<file path="config.mk">
export PLATFORM = sky130hd
export DESIGN_NAME = pcs_local_end_flat
export DESIGN_NICKNAME = d
export VERILOG_FILES = /design/src/pcs_pkg.sv /design/src/pcs_link_if.sv /design/src/pcs_local_end.sv /design/src/flat_wrapper.sv
export SDC_FILE = /design/constraint.sdc
export NUM_CORES = 1
export LEC_CHECK = 0
export BUFFER_PORTS_ARGS = -buffer_cell sky130_fd_sc_hd__buf_2
export CELL_PAD_IN_SITES_DETAIL_PLACEMENT = 1
export CELL_PAD_IN_SITES_GLOBAL_PLACEMENT = 2
export CORE_UTILIZATION = 28
export CTS_CLUSTER_SIZE = 14
export DETAILED_ROUTE_END_ITERATION = 10
export PLACE_DENSITY_LB_ADDON = 0.1
export SYNTH_ARGS = -nofsm -noshare
export SYNTH_HDL_FRONTEND = slang
export SYNTH_SLANG_ARGS = --single-unit
</file>
<file path="constraint.sdc">
create_clock -name clock -period 3.15 [get_ports clock]
set_input_delay 0.945 -clock clock [delete_from_list [all_inputs] [get_ports clock]]
set_output_delay 0.945 -clock clock [all_outputs]
set_load 0.1 [all_outputs]
</file>
<file path="src/pcs_pkg.sv">
// Purpose: Shared constants and types for the packet control symbol codec
// Assumes: 32-bit aligned symbol, second half the complement of the first
// Notes: Field positions inside the first half are parameters of this package
package pcs_pkg;
    // Symbol type value for packet control symbols
    localparam logic [2:0] PCS_STYPE_PKT = 3'h4;
    // Field positions in the first 16-bit half
    localparam int PCS_STYPE_LSB = 13;
    localparam int PCS_SUB_LSB = 4;
    localparam int PCS_CONT_LSB = 0;
    // Fixed filler bits of the first half
    localparam logic [5:0] PCS_FILL = 6'h00;
    // Contents value for stomp and restart-from-retry
    localparam logic [3:0] PCS_CONT_ZERO = 4'h0;
    // Throttle codes
    localparam logic [3:0] PCS_THR_MAX = 4'hA;
    localparam logic [3:0] PCS_THR_DRIFT = 4'hE;
    localparam logic [3:0] PCS_THR_STOP = 4'hF;
    localparam int PCS_CNT_W = 11;
    localparam logic [10:0] PCS_CNT_ONE = 11'h001;

    typedef enum logic [2:0] {
        PCS_IDLE = 3'b000,
        PCS_STOMP = 3'b001,
        PCS_EOP = 3'b010,
        PCS_RESTART = 3'b011,
        PCS_THROTTLE = 3'b100,
        PCS_MCAST = 3'b101
    } pcs_sub_t;
endpackage : pcs_pkg

</file>
<file path="src/pcs_link_if.sv">
// Purpose: Symbol lanes between the two link port ends
// Assumes: Both ends share clock; one 32-bit symbol per valid cycle
// Notes: Each end drives its own lane toward the other
`timescale 1ns/1ns
interface pcs_link_if;
    logic [31:0] tx_sym;
    logic tx_valid;
    logic [31:0] rx_sym;
    logic rx_valid;
    modport local_end (output tx_sym, output tx_valid,
        input rx_sym, input rx_valid);
    modport far_end (input tx_sym, input tx_valid,
        output rx_sym, output rx_valid);
endinterface : pcs_link_if

</file>
<file path="src/pcs_local_end.sv">
// Purpose: Documented link port codec with throttle pacing idle insertion
// Assumes: One symbol per cycle; far end keeps the same coding
// Notes: Pacing idles replace requested symbols while the count runs
`timescale 1ns/1ns
module pcs_local_end
    import pcs_pkg::*;
(
    // Clock and reset
    input wire logic clock,
    input wire logic rstn,
    // Link
    pcs_link_if.local_end link,
    // Local state
    input wire logic [3:0] buf_status,
    input wire logic in_packet,
    // Send request
    input wire logic send_req,
    input wire logic [2:0] send_sub,
    input wire logic [3:0] send_cont,
    // Pacing
    output logic pace_idle,
    output logic pace_drift,
    // Received symbol
    output logic got_valid,
    output logic [2:0] got_sub,
    output logic [3:0] got_cont,
    output logic got_ends_pkt
);
    logic [31:0] sym_q, sym_d;
    logic val_q, val_d;
    logic [PCS_CNT_W-1:0] cnt_q, cnt_d;
    logic drift_q, drift_d;
    logic gv_q, gv_d;
    logic [2:0] gs_q, gs_d;
    logic [3:0] gc_q, gc_d;
    logic end_q, end_d;
    logic [15:0] h;
    logic [15:0] rh;
    logic [2:0] rsub;
    logic [3:0] rcont;
    logic ok;
    logic pacing;

    // Transmit path
    always_comb begin
        pacing = cnt_q != '0;
        h = '0;
        h[PCS_STYPE_LSB +: 3] = PCS_STYPE_PKT;
        if (pacing) begin
            h[PCS_SUB_LSB +: 3] = PCS_IDLE;
            h[PCS_CONT_LSB +: 4] = buf_status;
        end else begin
            h[PCS_SUB_LSB +: 3] = send_sub;
            case (send_sub)
                PCS_IDLE, PCS_EOP, PCS_MCAST: begin
                    h[PCS_CONT_LSB +: 4] = buf_status;
                end
                PCS_STOMP, PCS_RESTART: begin
                    h[PCS_CONT_LSB +: 4] = PCS_CONT_ZERO;
                end
                default: begin
                    h[PCS_CONT_LSB +: 4] = send_cont;
                end
            endcase
        end
        sym_d = {h, ~h};
        val_d = pacing || (send_req && send_sub < 3'h6);
    end

    // Receive path
    always_comb begin
        rh = link.rx_sym[31:16];
        rsub = rh[PCS_SUB_LSB +: 3];
        rcont = rh[PCS_CONT_LSB +: 4];
        ok = link.rx_valid && (link.rx_sym[15:0] == ~rh)
            && rh[PCS_STYPE_LSB +: 3] == PCS_STYPE_PKT
            && rsub < 3'h6
            && !(rsub == 3'(PCS_THROTTLE) && rcont > PCS_THR_MAX
                && rcont < PCS_THR_DRIFT);
        // One idle leaves on every pacing cycle, so count every one
        cnt_d = pacing ? cnt_q - PCS_CNT_ONE : cnt_q;
        drift_d = drift_q && cnt_d != '0;
        if (ok && rsub == 3'(PCS_THROTTLE) && in_packet) begin
            if (rcont == PCS_THR_STOP) begin
                cnt_d = '0;
                drift_d = 1'b0;
            end else if (rcont == PCS_THR_DRIFT) begin
                cnt_d = PCS_CNT_ONE;
                drift_d = 1'b1;
            end else begin
                cnt_d = PCS_CNT_ONE << rcont;
                drift_d = 1'b0;
            end
        end
        gv_d = ok;
        gs_d = ok ? rsub : gs_q;
        gc_d = !ok ? gc_q : (rsub == 3'(PCS_STOMP)
            || rsub == 3'(PCS_RESTART)) ? PCS_CONT_ZERO : rcont;
        // Only eop, stomp and restart terminate; others are embedded
        end_d = ok && (rsub == 3'(PCS_EOP) || rsub == 3'(PCS_STOMP)
            || rsub == 3'(PCS_RESTART));
    end

    always_ff @(posedge clock or negedge rstn) begin
        if (!rstn) begin
            sym_q <= '0;
            val_q <= 1'b0;
            cnt_q <= '0;
            drift_q <= 1'b0;
            gv_q <= 1'b0;
            gs_q <= '0;
            gc_q <= '0;
            end_q <= 1'b0;
        end else begin
            sym_q <= sym_d;
            val_q <= val_d;
            cnt_q <= cnt_d;
            drift_q <= drift_d;
            gv_q <= gv_d;
            gs_q <= gs_d;
            gc_q <= gc_d;
            end_q <= end_d;
        end
    end

    assign link.tx_sym = sym_q;
    assign link.tx_valid = val_q;
    assign pace_idle = cnt_q != '0;
    assign pace_drift = drift_q;
    assign got_valid = gv_q;
    assign got_sub = gs_q;
    assign got_cont = gc_q;
    assign got_ends_pkt = end_q;
endmodule : pcs_local_end

</file>
<file path="src/flat_wrapper.sv">
// flat-port wrapper written by rule: the top's interface ports become plain ports
module pcs_local_end_flat import pcs_pkg::*;
  (clock, rstn, buf_status, in_packet, send_req, send_sub, send_cont, pace_idle, pace_drift, got_valid, got_sub, got_cont, got_ends_pkt, link_tx_sym, link_tx_valid, link_rx_sym, link_rx_valid);
  pcs_link_if link_i ();
  input wire logic clock;
  input wire logic rstn;
  input wire logic [3:0] buf_status;
  input wire logic in_packet;
  input wire logic send_req;
  input wire logic [2:0] send_sub;
  input wire logic [3:0] send_cont;
  output logic pace_idle;
  output logic pace_drift;
  output logic got_valid;
  output logic [2:0] got_sub;
  output logic [3:0] got_cont;
  output logic got_ends_pkt;
  output wire logic [$bits(link_i.tx_sym)-1:0] link_tx_sym;
  output wire logic [$bits(link_i.tx_valid)-1:0] link_tx_valid;
  input wire logic [$bits(link_i.rx_sym)-1:0] link_rx_sym;
  input wire logic [$bits(link_i.rx_valid)-1:0] link_rx_valid;
  assign link_tx_sym = link_i.tx_sym;
  assign link_tx_valid = link_i.tx_valid;
  assign link_i.rx_sym = link_rx_sym;
  assign link_i.rx_valid = link_rx_valid;
  pcs_local_end u_core (.clock(clock), .rstn(rstn), .link(link_i), .buf_status(buf_status), .in_packet(in_packet), .send_req(send_req), .send_sub(send_sub), .send_cont(send_cont), .pace_idle(pace_idle), .pace_drift(pace_drift), .got_valid(got_valid), .got_sub(got_sub), .got_cont(got_cont), .got_ends_pkt(got_ends_pkt));
endmodule
</file>
==> results of run 1 <==
[cells in the mapped netlist (all sizes together)]
cell type,instances
xnor2,1
nor2,12
o31ai,1
o21a,1
nor4,2
a311oi,1
a21o,2
nor3,6
a211oi,6
a32oi,4
mux2i,11
nand4b,1
nand2,33
inv,11
or4b,1
nor4b,3
or3,3
o22ai,1
dfrtp,37
a21oi,15
ha,2
a2111oi,1
mux2,3
a21boi,1
nand3,18
xor2,12
nor4bb,1
conb,2
o21ai,3
o211ai,1
nor2b,9
nand4,2
buf,26
nor3b,1
clkbuf,1
or2,1
nand2b,5
and2,2
or2b,2
and3,3
[layout make-up]
type | count | area [um^2]
clock inverters | 3 | 46.29
fillers | 983 | 5030
well taps | 102 | 127.6
clock buffers | 5 | 68.82
flip-flops and latches | 37 | 925.9
inverters | 11 | 46.29
multi-input cells | 181 | 1137
repair buffers | 84 | 425.4
[per-layer routing]
metal / up-vias / routed length (um)
li1: 966 / -
met1: 887 / 2648
met2: 79 / 2493
met3: 5 / 343
met4: 0 / 87
met5: - / 0
[per-stage QoR]
| step | utilization | instances | power, mW | hold WS, ns | worst slack [ns] |
|---|---|---|---|---|---|
| after floorplan | - | 256 | 0.7020 | 0.5611 | 0.7648 |
| after global placement | 0.3410 | 415 | 0.7525 | 0.4490 | 0.3807 |
| after CTS | 0.3558 | 423 | 1.175 | 0.4768 | 0.1865 |
| final | 0.3558 | 423 | 1.155 | 0.4767 | 0.2120 |
| after global routing | 0.3558 | 423 | 1.214 | 0.5080 | 0.1392 |
| after detailed placement | 0.3410 | 415 | 0.7536 | 0.4572 | 0.2822 |
[state kept, by name, summed over array words and instances, names as in the netlist]
register / cells
u_core.got_valid: 1
u_core.pace_drift: 1
u_core.link.tx_sym: 15
u_core.cnt_q: 11
u_core.got_cont: 4
u_core.got_ends_pkt: 1
u_core.link.tx_valid: 1
u_core.got_sub: 3
[power by group through the flow]
| stage | registers, mW | clock network [mW] | logic [mW] |
|---|---|---|---|
| CTS | 0.486 | 0.431 | 0.259 |
| global placement | 0.495 | 0 | 0.257 |
| floorplan | 0.555 | 0 | 0.147 |
| detailed placement | 0.495 | 0 | 0.258 |
| finish | 0.485 | 0.414 | 0.255 |
| global route | 0.486 | 0.455 | 0.273 |
[worst paths after layout]
path,startpoint,endpoint,slack (ns),cells past startpoint
worst max-delay path,u_core.cnt_q[0],pace_idle,0.21,6
min in group asynchronous,rstn,u_core.link.tx_sym[14],0.75,1
worst max register to register,u_core.cnt_q[0],u_core.pace_drift,0.51,8
worst min-delay path,u_core.got_cont[2],u_core.got_cont[2],0.48,2
worst min register to register,u_core.got_cont[2],u_core.got_cont[2],0.48,2
max in group asynchronous,rstn,u_core.cnt_q[3],1.87,1
[cell usage in the layout, fill, tap and decap left out, drive strengths merged, types with 3 or more instances in the layout]
| cell type | count |
|---|---|
| a21oi | 15 |
| nand2 | 33 |
| mux2i | 11 |
| nand2b | 5 |
| xor2 | 12 |
| nor3 | 6 |
| and3 | 3 |
| a211oi | 6 |
| clkbuf | 5 |
| dfrtp | 37 |
| a32oi | 4 |
| nor4b | 3 |
| nor2b | 9 |
| mux2 | 3 |
| nor2 | 12 |
| inv | 11 |
| nand3 | 18 |
| buf | 84 |
| o21ai | 3 |
| or3 | 3 |
| conb | 10 |
[cells by family after synthesis]
| group | synth area share |
|---|---|
| AOI/OAI and AO/OA | 0.1079 |
| xor gates and xnor gates | 0.05008 |
| adders and majority gates | 0.01101 |
| buffers and inverters | 0.1057 |
| DFF | 0.4073 |
| muxes | 0.06329 |
| other | 0.003303 |
| and+or+nand+nor | 0.2515 |
[worst reg2reg max path: cells and delay by family, from the launching register on]
kind	cells	cell delay, ns
simple gates	3	0.95
flops	1	0.45
mux	2	0.43
fa+ha+maj	1	0.29
compound gates	1	0.26
buf+inv	1	0.13
==> flow_summary.rst, run 1 <==
.. list-table::
   :header-rows: 1

   * - Metric
     - Value
   * - Hold WC Path Type
     - reg2reg
   * - Master cell of the clock root buffer
     - sky130_fd_sc_hd__clkbuf_8
   * - GR Util All Layers
     - 0.1431
   * - Max IR drop VDD
     - 0.1370 mV
   * - Signed area change from the synthesized netlist to the final layout
     - 22.18%
   * - Data required time of the worst path
     - 2.20 ns
   * - Category of the most critical setup path
     - reg2out
   * - Relative contribution of the clock network to total power
     - 0.359
   * - Placed wire-length estimate after detailed placement
     - 4.412 mm
   * - Crit start category
     - flop
   * - Via count
     - 1937
   * - Area of all placed cells without fillers
     - 0.002778 mm^2
   * - Number of global-route vias before repair
     - 1943
   * - Share of power burned in combinational logic
     - 0.221
   * - Total Wirelength
     - 5.573 mm
   * - Iteration-0 DRC count of the detailed router
     - 82
   * - Clock network latency to the later pin of the worst-skew pair
     - 0.29 ns
   * - Number of buffers created by CTS
     - 5
   * - Total setup buffers inserted after CTS
     - 0
   * - Power density cells
     - 415.7 mW/mm^2
   * - Clk sinks
     - 37
   * - CTS-repair resized insts
     - 0
   * - Sequential Power Share
     - 0.420
   * - GRT Max-Usage Layer
     - met2
   * - Layout cell share with drive strength beyond 1
     - 0.3240
   * - Worst slew margin relative to its limit
     - 0.4421
   * - Netlist cell types
     - 48
   * - Area of the mapped netlist
     - 0.002273 mm^2
   * - M1 GR Usage
     - 0.1888
   * - Hold bufs inserted after CTS
     - 0
   * - Average instance area after synthesis
     - 9.167 um^2
   * - Achievable frequency
     - 340.4 MHz
   * - Largest stage delay on the critical path
     - 0.46 ns
   * - Proportion of netlist area held by the largest area contributor
     - 0.4073
   * - Initial antenna violation count
     - 0
   * - GR Util met2
     - 0.2332
   * - Chip Width
     - 92.11 um
   * - Skew final
     - 0.006615 ns
   * - Routability-driven placement congestion ratio
     - 0.7264
   * - Buffer levels on the longest clock path
     - 2
   * - Int Power
     - 769.5 uW
   * - Number of hold violations in the final report
     - 0
   * - Period utilisation layout
     - 0.9327
   * - Crit. End Element
     - output pin
   * - Critical path peak fanout
     - 9
   * - Sw Share
     - 0.3337
   * - Total Neg Setup Slack
     - 0 ns
   * - Average vias per placed instance
     - 4.579
   * - Count of boundary I/O pins
     - 92
   * - Transition at the pin with the smallest max-transition slack
     - 0.8368 ns
   * - Total inserted antenna cells
     - 0
   * - Count of final setup violators
     - 0
   * - Static leakage
     - 1.373 nW
   * - Wire per inst
     - 13.17 um
   * - Final #Nets
     - 370
   * - Library cell with the largest summed area after synthesis
     - sky130_fd_sc_hd__dfrtp_1
   * - Run status
     - finished, final reports clean
   * - Clock transition at the register clock pins on the worst setup and hold paths after CTS
     - 0.08 ns
   * - Height of the die
     - 92.11 um
   * - Crit path max-delay cell type
     - sky130_fd_sc_hd__dfrtp_1
   * - Die Footprint
     - 0.008483 mm^2
   * - Initial DRT Pass Iterations
     - 4
   * - Initial Utilization
     - 0.2912
   * - Area inside the core boundary
     - 0.007807 mm^2
   * - Post-synthesis sequential element count
     - 37
   * - Post-DRT Antenna Nets
     - 0
   * - H-tree levels
     - 2
   * - Number of buffers added on ports
     - 82
   * - Arrival time worst endpoint
     - 1.99 ns
   * - Critical path buffers and inverters
     - 3
   * - Unrepaired setup endpoints after global routing
     - false
   * - Sequential area share after synthesis
     - 0.4073
   * - DR DRC count
     - 0
   * - Max-Cap Viols
     - 0
   * - Crit path cell chain
     - inv_1, ha_1, nor4b_4, and3_1, inv_6, buf_2
   * - Number of pins exceeding their max-slew limit in the final report
     - 0
   * - First-pass GRT wire length
     - 9.584 mm
   * - Total placed instance area
     - 0.002663 mm^2
   * - TritonCTS clock tree
     - done
   * - Final critical delay including setup and external delays
     - 2.938 ns
   * - Biggest area contributors in the synthesized netlist
     - sky130_fd_sc_hd__dfrtp_1 (41%), sky130_fd_sc_hd__buf_4 (6.3%), sky130_fd_sc_hd__nand2_1 (5.4%)
   * - Number of warnings issued by yosys
     - 0
   * - CP top delay family
     - buffers and inverters
   * - Placement row count
     - 32
   * - Grt met3 use
     - 0.02653
   * - Net Sw Power
     - 385.3 uW
   * - Remaining global-route overflow
     - 0
   * - Maximum number of pins on one net before global-route repair
     - 38
   * - Cells after synthesis
     - 248
Power figures use the tool's default switching activity.
==> run 2, diff against run 1 <==
CORE_UTILIZATION = 30   (was 28)
clock period = 3.62 ns   (was 3.15 ns; I/O delays follow)
==> flow_summary.rst, run 2 (synthesis results as in run 1) <==
.. list-table::
   :header-rows: 1

   * - Metric
     - Value
   * - Height of the die
     - 89.05 um (-3.3%)
   * - GR Util All Layers
     - 0.1428 (-0.0003102)
   * - Period utilisation layout
     - 0.8780
   * - First-pass GRT wire length
     - 8.659 mm (-9.7%)
   * - TritonCTS clock tree
     - done
   * - CP top delay family
     - simple AND/OR/NAND/NOR gates
   * - Category of the most critical setup path
     - reg2out
   * - Via count
     - 1958 (+1.1%)
   * - Sum of internal, switching and leakage power
     - 1.079 mW (-6.5%)
   * - Number of hold violations in the final report
     - 0 (unchanged)
   * - Number of buffers added on ports
     - 82 (unchanged)
   * - Crit path max-delay cell type
     - sky130_fd_sc_hd__dfrtp_1
   * - Run status
     - finished, final reports clean
   * - Clock network latency to the later pin of the worst-skew pair
     - 0.29 ns (about the same)
   * - Max-Cap Viols
     - 0 (unchanged)
   * - Layout cell share with drive strength beyond 1
     - 0.3219 (-0.002113)
   * - Total Wirelength
     - 5.389 mm (-3.3%)
   * - Count of final setup violators
     - 0 (unchanged)
   * - Signed area change from the synthesized netlist to the final layout
     - 22.67%
   * - DR DRC count
     - 0 (unchanged)
   * - Routability-driven placement congestion ratio
     - 0.7402 (+1.9%)
   * - Average vias per placed instance
     - 4.673 (+2.0%)
   * - Crit start category
     - flop
   * - Iteration-0 DRC count of the detailed router
     - 42 (-49%)
   * - Placement row count
     - 31 (-3.1%)
   * - Final #Nets
     - 369 (-0.27%)
   * - Static leakage
     - 1.382 nW (+0.65%)
   * - Die Footprint
     - 0.007930 mm^2 (-6.5%)
   * - Worst slew margin relative to its limit
     - 0.4440 (+0.001883)
   * - Master cell of the clock root buffer
     - sky130_fd_sc_hd__clkbuf_8
   * - Crit path cell chain
     - inv_1, ha_1, nor4b_4, and3_1, inv_6, buf_2
   * - Post-DRT Antenna Nets
     - 0 (unchanged)
   * - CTS-repair resized insts
     - 0 (unchanged)
   * - Chip Width
     - 89.05 um (-3.3%)
   * - Launch instance of the worst register-to-register path
     - u_core.cnt_q[0]
   * - Critical path peak fanout
     - 9 (unchanged)
   * - Number of buffers created by CTS
     - 5 (unchanged)
   * - Initial antenna violation count
     - 0 (unchanged)
   * - Number of pins exceeding their max-slew limit in the final report
     - 0 (unchanged)
   * - Hold bufs inserted after CTS
     - 0 (unchanged)
   * - Area inside the core boundary
     - 0.007292 mm^2 (-6.6%)
   * - Number of inserted filler cells in the final layout
     - 908 (-7.6%)
   * - Placed wire-length estimate after detailed placement
     - 4.218 mm (-4.4%)
   * - Hold WC Path Type
     - reg2reg
   * - Power density cells
     - 387.1 mW/mm^2 (-6.9%)
   * - Initial Utilization
     - 0.3118 (+0.02058)
   * - Skew final
     - 0.005096 ns (-0.001519 ns)
   * - Initial DRT Pass Iterations
     - 4 (unchanged)
   * - Total setup buffers inserted after CTS
     - 0 (unchanged)
   * - Highest-count cells in the layout ignoring fill and taps
     - sky130_fd_sc_hd__buf_2 (82), sky130_fd_sc_hd__dfrtp_1 (37), sky130_fd_sc_hd__nand2_1 (33), sky130_fd_sc_hd__nand3_1 (17), sky130_fd_sc_hd__a21oi_1 (15)
   * - H-tree levels
     - 2 (unchanged)
   * - Count of boundary I/O pins
     - 92 (unchanged)
   * - Achievable frequency
     - 314.6 MHz
   * - Max IR drop VDD
     - 0.1380 mV (+0.72%)
   * - Clock transition at the register clock pins on the worst setup and hold paths after CTS
     - 0.08 ns (about the same)
   * - Hold path startpoint
     - u_core.got_cont[0]
   * - Unrepaired setup endpoints after global routing
     - false
   * - Arrival time worst endpoint
     - 2.09 ns (+0.10 ns)
   * - Data required time of the worst path
     - 2.53 ns (+0.33 ns)
   * - Wire per inst
     - 12.86 um (-2.4%)
   * - Remaining global-route overflow
     - 0 (unchanged)
   * - Clk sinks
     - 37 (unchanged)
   * - Transition at the pin with the smallest max-transition slack
     - 0.8340 ns (-0.002825 ns)
   * - Total inserted antenna cells
     - 0 (unchanged)
   * - Final critical delay including setup and external delays
     - 3.178 ns
   * - Crit. End Element
     - output pin
   * - Total Neg Setup Slack
     - 0 ns (unchanged)
   * - Critical path buffers and inverters
     - 3 (unchanged)
   * - Largest register FFs
     - 15 (unchanged)
   * - Largest stage delay on the critical path
     - 0.45 ns (about the same)
   * - Buffer levels on the longest clock path
     - 2 (unchanged)
   * - Most common library cell in the layout ignoring fill and taps
     - sky130_fd_sc_hd__buf_2
   * - Maximum number of pins on one net before global-route repair
     - 38 (unchanged)
   * - Number of global-route vias before repair
     - 1881 (-3.2%)
   * - Critical path startpoint
     - u_core.cnt_q[0]
==> run 2: cell types whose count changed in the layout (fill, tap and decap cells not counted), sizes merged <==
cell / change
clkinvlp: -1
clkinv: -1
bufinv: +1
buf: -1
inv: +1
==> run 2: worst min-delay path: stages, from the launching register on <==
cell and delay [ns]:
sky130_fd_sc_hd__dfrtp_1 0.34, sky130_fd_sc_hd__nand2_1 0.05, sky130_fd_sc_hd__nand2_1 0.04
==> run 2: report_power, final <==
group | switching (mW) | leakage, nW | total (mW) | internal (mW)
logic | 0.178 | 0.880 | 0.221 | 0.0435
registers | 0.00263 | 0.434 | 0.422 | 0.420
clock network | 0.158 | 0.0687 | 0.436 | 0.277
total | 0.339 | 1.38 | 1.08 | 0.741
==> run 2: final timing paths <==
| kind | to | slack, ns | depth (start not counted) |
|---|---|---|---|
| max | pace_idle | 0.44 | 6 |
| max in group asynchronous | u_core.cnt_q[3] | 2.20 | 1 |
| max reg2reg | u_core.pace_drift | 1.02 | 8 |
| min | u_core.got_cont[0] | 0.46 | 2 |
| min reg2reg | u_core.got_cont[0] | 0.46 | 2 |
| min in group asynchronous | u_core.link.tx_sym[14] | 0.89 | 1 |
==> run 2: cell type report <==
| type | count | area [um^2] | area share |
|---|---|---|---|
| multi-input combinational | 181 | 1137 | 0.4078 |
| inverter | 11 | 46.29 | 0.01660 |
| timing repair buffer | 83 | 417.9 | 0.1498 |
| clock inverter | 3 | 68.82 | 0.02467 |
| sequential | 37 | 925.9 | 0.3320 |
| tap | 99 | 123.9 | 0.04441 |
| clock buffer | 5 | 68.82 | 0.02467 |
==> run 2: routing by layer <==
layer,routed length [um],track usage,up-vias
met5,0,0,-
met4,62,0.04329,0
met3,351,0.02678,4
met2,2489,0.2448,83
met1,2485,0.1833,902
li1,-,-,969
==> run 2: stage by stage <==
step | std cells | util | setup WS [ns] | hold WS [ns] | instance area, um^2
6_report | 419 | 0.3825 | 0.4418 | 0.4644 | 2789
5_1_grt | 419 | 0.3825 | 0.2764 | 0.4980 | 2789
4_1_cts | 419 | 0.3825 | 0.3980 | 0.4715 | 2789
3_5_place_dp | 411 | 0.3636 | 0.6287 | 0.4522 | 2651
3_3_place_gp | 411 | 0.3636 | 0.6867 | 0.4496 | 2651
2_1_floorplan | 256 | - | 1.094 | 0.5611 | 2303
==> run 3, diff against run 2 <==
clock period = 3.79 ns   (was 3.62 ns; I/O delays follow)
==> flow_summary.rst, run 3 (synthesis results as in run 1) <==
.. list-table::
   :header-rows: 1

   * - Metric
     - Value
   * - Run status
     - finished, final reports clean
   * - Total inserted antenna cells
     - 0 (unchanged)
   * - Die Footprint
     - 0.007930 mm^2 (unchanged)
   * - Placement row count
     - 31 (unchanged)
   * - Crit path max-delay cell type
     - sky130_fd_sc_hd__dfrtp_1
   * - Total Neg Setup Slack
     - 0 ns (unchanged)
   * - TritonCTS clock tree
     - done
   * - Int Power
     - 707.6 uW (-4.5%)
   * - CTS-repair resized insts
     - 0 (unchanged)
   * - Remaining global-route overflow
     - 0 (unchanged)
   * - Buffer levels on the longest clock path
     - 2 (unchanged)
   * - Hold path startpoint
     - u_core.got_cont[0]
   * - Achievable frequency
     - 309.7 MHz
   * - Placed wire-length estimate after detailed placement
     - 4.218 mm (about the same)
   * - Routability-driven placement congestion ratio
     - 0.7401 (about the same)
   * - Capture instance of the worst register-to-register path
     - u_core.pace_drift
   * - Total setup buffers inserted after CTS
     - 0 (unchanged)
   * - Post-route non-filler standard cell count
     - 419 (unchanged)
   * - H-tree levels
     - 2 (unchanged)
   * - Area of all placed cells without fillers
     - 0.002789 mm^2 (unchanged)
   * - Clk sinks
     - 37 (unchanged)
   * - Post-placement cell count
     - 411 (unchanged)
   * - Number of global-route vias before repair
     - 1881 (unchanged)
   * - CP top delay family
     - simple AND/OR/NAND/NOR gates
   * - Largest register FFs
     - 15 (unchanged)
   * - Crit. End Element
     - output pin
   * - Skew final
     - 0.005096 ns (unchanged)
   * - Transition at the pin with the smallest max-transition slack
     - 0.8340 ns (+0.00004721 ns)
   * - Area inside the core boundary
     - 0.007292 mm^2 (unchanged)
   * - Crit start category
     - flop
   * - Initial Utilization
     - 0.3118 (unchanged)
   * - Number of hold violations in the final report
     - 0 (unchanged)
   * - Height of the die
     - 89.05 um (unchanged)
   * - Unrepaired setup endpoints after global routing
     - false
   * - Number of buffers created by CTS
     - 5 (unchanged)
   * - GR Util All Layers
     - 0.1428 (unchanged)
   * - Initial antenna violation count
     - 0 (unchanged)
   * - Signed area change from the synthesized netlist to the final layout
     - 22.67% (unchanged)
   * - Number of pins exceeding their max-slew limit in the final report
     - 0 (unchanged)
   * - Count of final setup violators
     - 0 (unchanged)
   * - Power density cells
     - 369.7 mW/mm^2 (-4.5%)
   * - Crit path cell chain
     - inv_1, ha_1, nor4b_4, and3_1, inv_6, buf_2
   * - Sw Share
     - 0.3137 (about the same)
   * - Number of cells on the worst reg-to-reg path
     - 8 (unchanged)
   * - Layout cell share with drive strength beyond 1
     - 0.3219 (unchanged)
   * - Most common library cell in the layout ignoring fill and taps
     - sky130_fd_sc_hd__buf_2
   * - Static leakage
     - 1.382 nW (unchanged)
   * - Relative contribution of the clock network to total power
     - 0.404 (about the same)
   * - Clock transition at the register clock pins on the worst setup and hold paths after CTS
     - 0.08 ns (about the same)
   * - Hold bufs inserted after CTS
     - 0 (unchanged)
   * - Master cell of the clock root buffer
     - sky130_fd_sc_hd__clkbuf_8
   * - Data required time of the worst path
     - 2.65 ns (+0.12 ns)
   * - Number of inserted filler cells in the final layout
     - 908 (unchanged)
   * - Wire per inst
     - 12.86 um (unchanged)
   * - Share of power burned in combinational logic
     - 0.205 (about the same)
   * - Number of buffers added on ports
     - 82 (unchanged)
   * - Average vias per placed instance
     - 4.673 (unchanged)
   * - Largest stage delay on the critical path
     - 0.45 ns (about the same)
   * - Final #Nets
     - 369 (unchanged)
   * - Period utilisation layout
     - 0.8520
   * - Launch instance of the worst register-to-register path
     - u_core.cnt_q[0]
   * - Arrival time worst endpoint
     - 2.09 ns (about the same)
   * - Iteration-0 DRC count of the detailed router
     - 43 (+2.4%)
   * - Category of the most critical setup path
     - reg2out
   * - Net Sw Power
     - 323.4 uW (-4.5%)
   * - Worst Hold Path Cells
     - 2 (unchanged)
   * - Critical path startpoint
     - u_core.cnt_q[0]
   * - Final critical delay including setup and external delays
     - 3.229 ns
   * - Chip Width
     - 89.05 um (unchanged)
   * - Max IR drop VDD
     - 0.1318 mV (-4.5%)
   * - Max-Cap Viols
     - 0 (unchanged)
   * - Hold-critical path endpoint
     - u_core.got_cont[0]
   * - DR DRC count
     - 0 (unchanged)
   * - Post-DRT Antenna Nets
     - 0 (unchanged)
   * - Critical path buffers and inverters
     - 3 (unchanged)
   * - R2R Setup Slk
     - 1.19 ns (+0.17 ns)
   * - First-pass GRT wire length
     - 8.659 mm (unchanged)
   * - Sequential Power Share
     - 0.391 (about the same)
   * - Hold WC Path Type
     - reg2reg
   * - Critical path peak fanout
     - 9 (unchanged)
   * - Initial DRT Pass Iterations
     - 4 (unchanged)
   * - Count of boundary I/O pins
     - 92 (unchanged)
   * - Highest-count cells in the layout ignoring fill and taps
     - sky130_fd_sc_hd__buf_2 (82), sky130_fd_sc_hd__dfrtp_1 (37), sky130_fd_sc_hd__nand2_1 (33), sky130_fd_sc_hd__nand3_1 (17), sky130_fd_sc_hd__a21oi_1 (15)
   * - Clock network latency to the later pin of the worst-skew pair
     - 0.29 ns (about the same)
   * - Maximum number of pins on one net before global-route repair
     - 38 (unchanged)
   * - Total Wirelength
     - 5.389 mm (unchanged)
   * - Worst slew margin relative to its limit
     - 0.4440 (about the same)
   * - Via count
     - 1958 (unchanged)
   * - Total placed instance area
     - 0.002651 mm^2 (unchanged)
run 3: cell counts in the layout (fill, tap and decap cells not counted):
Identical to the previous run, type by type.
run 3: worst max path at each step:
stage / endpoint / slack, ns / cells after the start
final: pace_idle / 0.56 / 6
after global routing: pace_idle / 0.40 / 6
after floorplan: link_tx_sym[10] / 1.21 / 1
after CTS: pace_idle / 0.52 / 6
after global placement: u_core.cnt_q[0] / 0.81 / 7
after detailed placement: u_core.cnt_q[3] / 0.75 / 7
run 3: power by group through the flow:
stage	logic, mW	clock network [mW]	registers [mW]
3_5_place_dp	0.214	0	0.412
5_1_grt	0.225	0.440	0.405
3_3_place_gp	0.213	0	0.412
2_1_floorplan	0.122	0	0.461
6_report	0.211	0.416	0.404
4_1_cts	0.214	0.427	0.404
run 3: metal layers:
metal  track usage  vias to the layer above  wire (um)
met1        0.1833                      907       2486
met3       0.02678                        4        345
met2        0.2448                       79       2493
li1              -                      968          -
met5             0                        -          0
met4       0.04329                        0         62
run 3: worst reg2reg max path, cell delays in order (launching register included):
cell,delay [ns]
sky130_fd_sc_hd__dfrtp_1,0.45
sky130_fd_sc_hd__inv_1,0.13
sky130_fd_sc_hd__ha_1,0.27
sky130_fd_sc_hd__or4b_4,0.54
sky130_fd_sc_hd__nor4b_2,0.31
sky130_fd_sc_hd__mux2i_1,0.32
sky130_fd_sc_hd__nand3_1,0.11
sky130_fd_sc_hd__o31ai_1,0.25
sky130_fd_sc_hd__mux2i_1,0.11
run 3: layout make-up:
type,instances,area [um^2],area share
Multi-Input combinational cell,181,1137,0.4078
Clock buffer,5,68.82,0.02467
Clock inverter,3,68.82,0.02467
Inverter,11,46.29,0.01660
Tap cell,99,123.9,0.04441
Sequential cell,37,925.9,0.3320
Timing Repair Buffer,83,417.9,0.1498
run 3: through the flow:
step / utilization / hold WS, ns / setup WS, ns / total power [mW]
after global placement: 0.3636 / 0.4496 / 0.8057 / 0.6248
after floorplan: - / 0.5611 / 1.213 / 0.5835
after global routing: 0.3825 / 0.4980 / 0.3954 / 1.070
after CTS: 0.3825 / 0.4715 / 0.5170 / 1.045
final: 0.3825 / 0.4644 / 0.5607 / 1.031
after detailed placement: 0.3636 / 0.4522 / 0.7477 / 0.6253
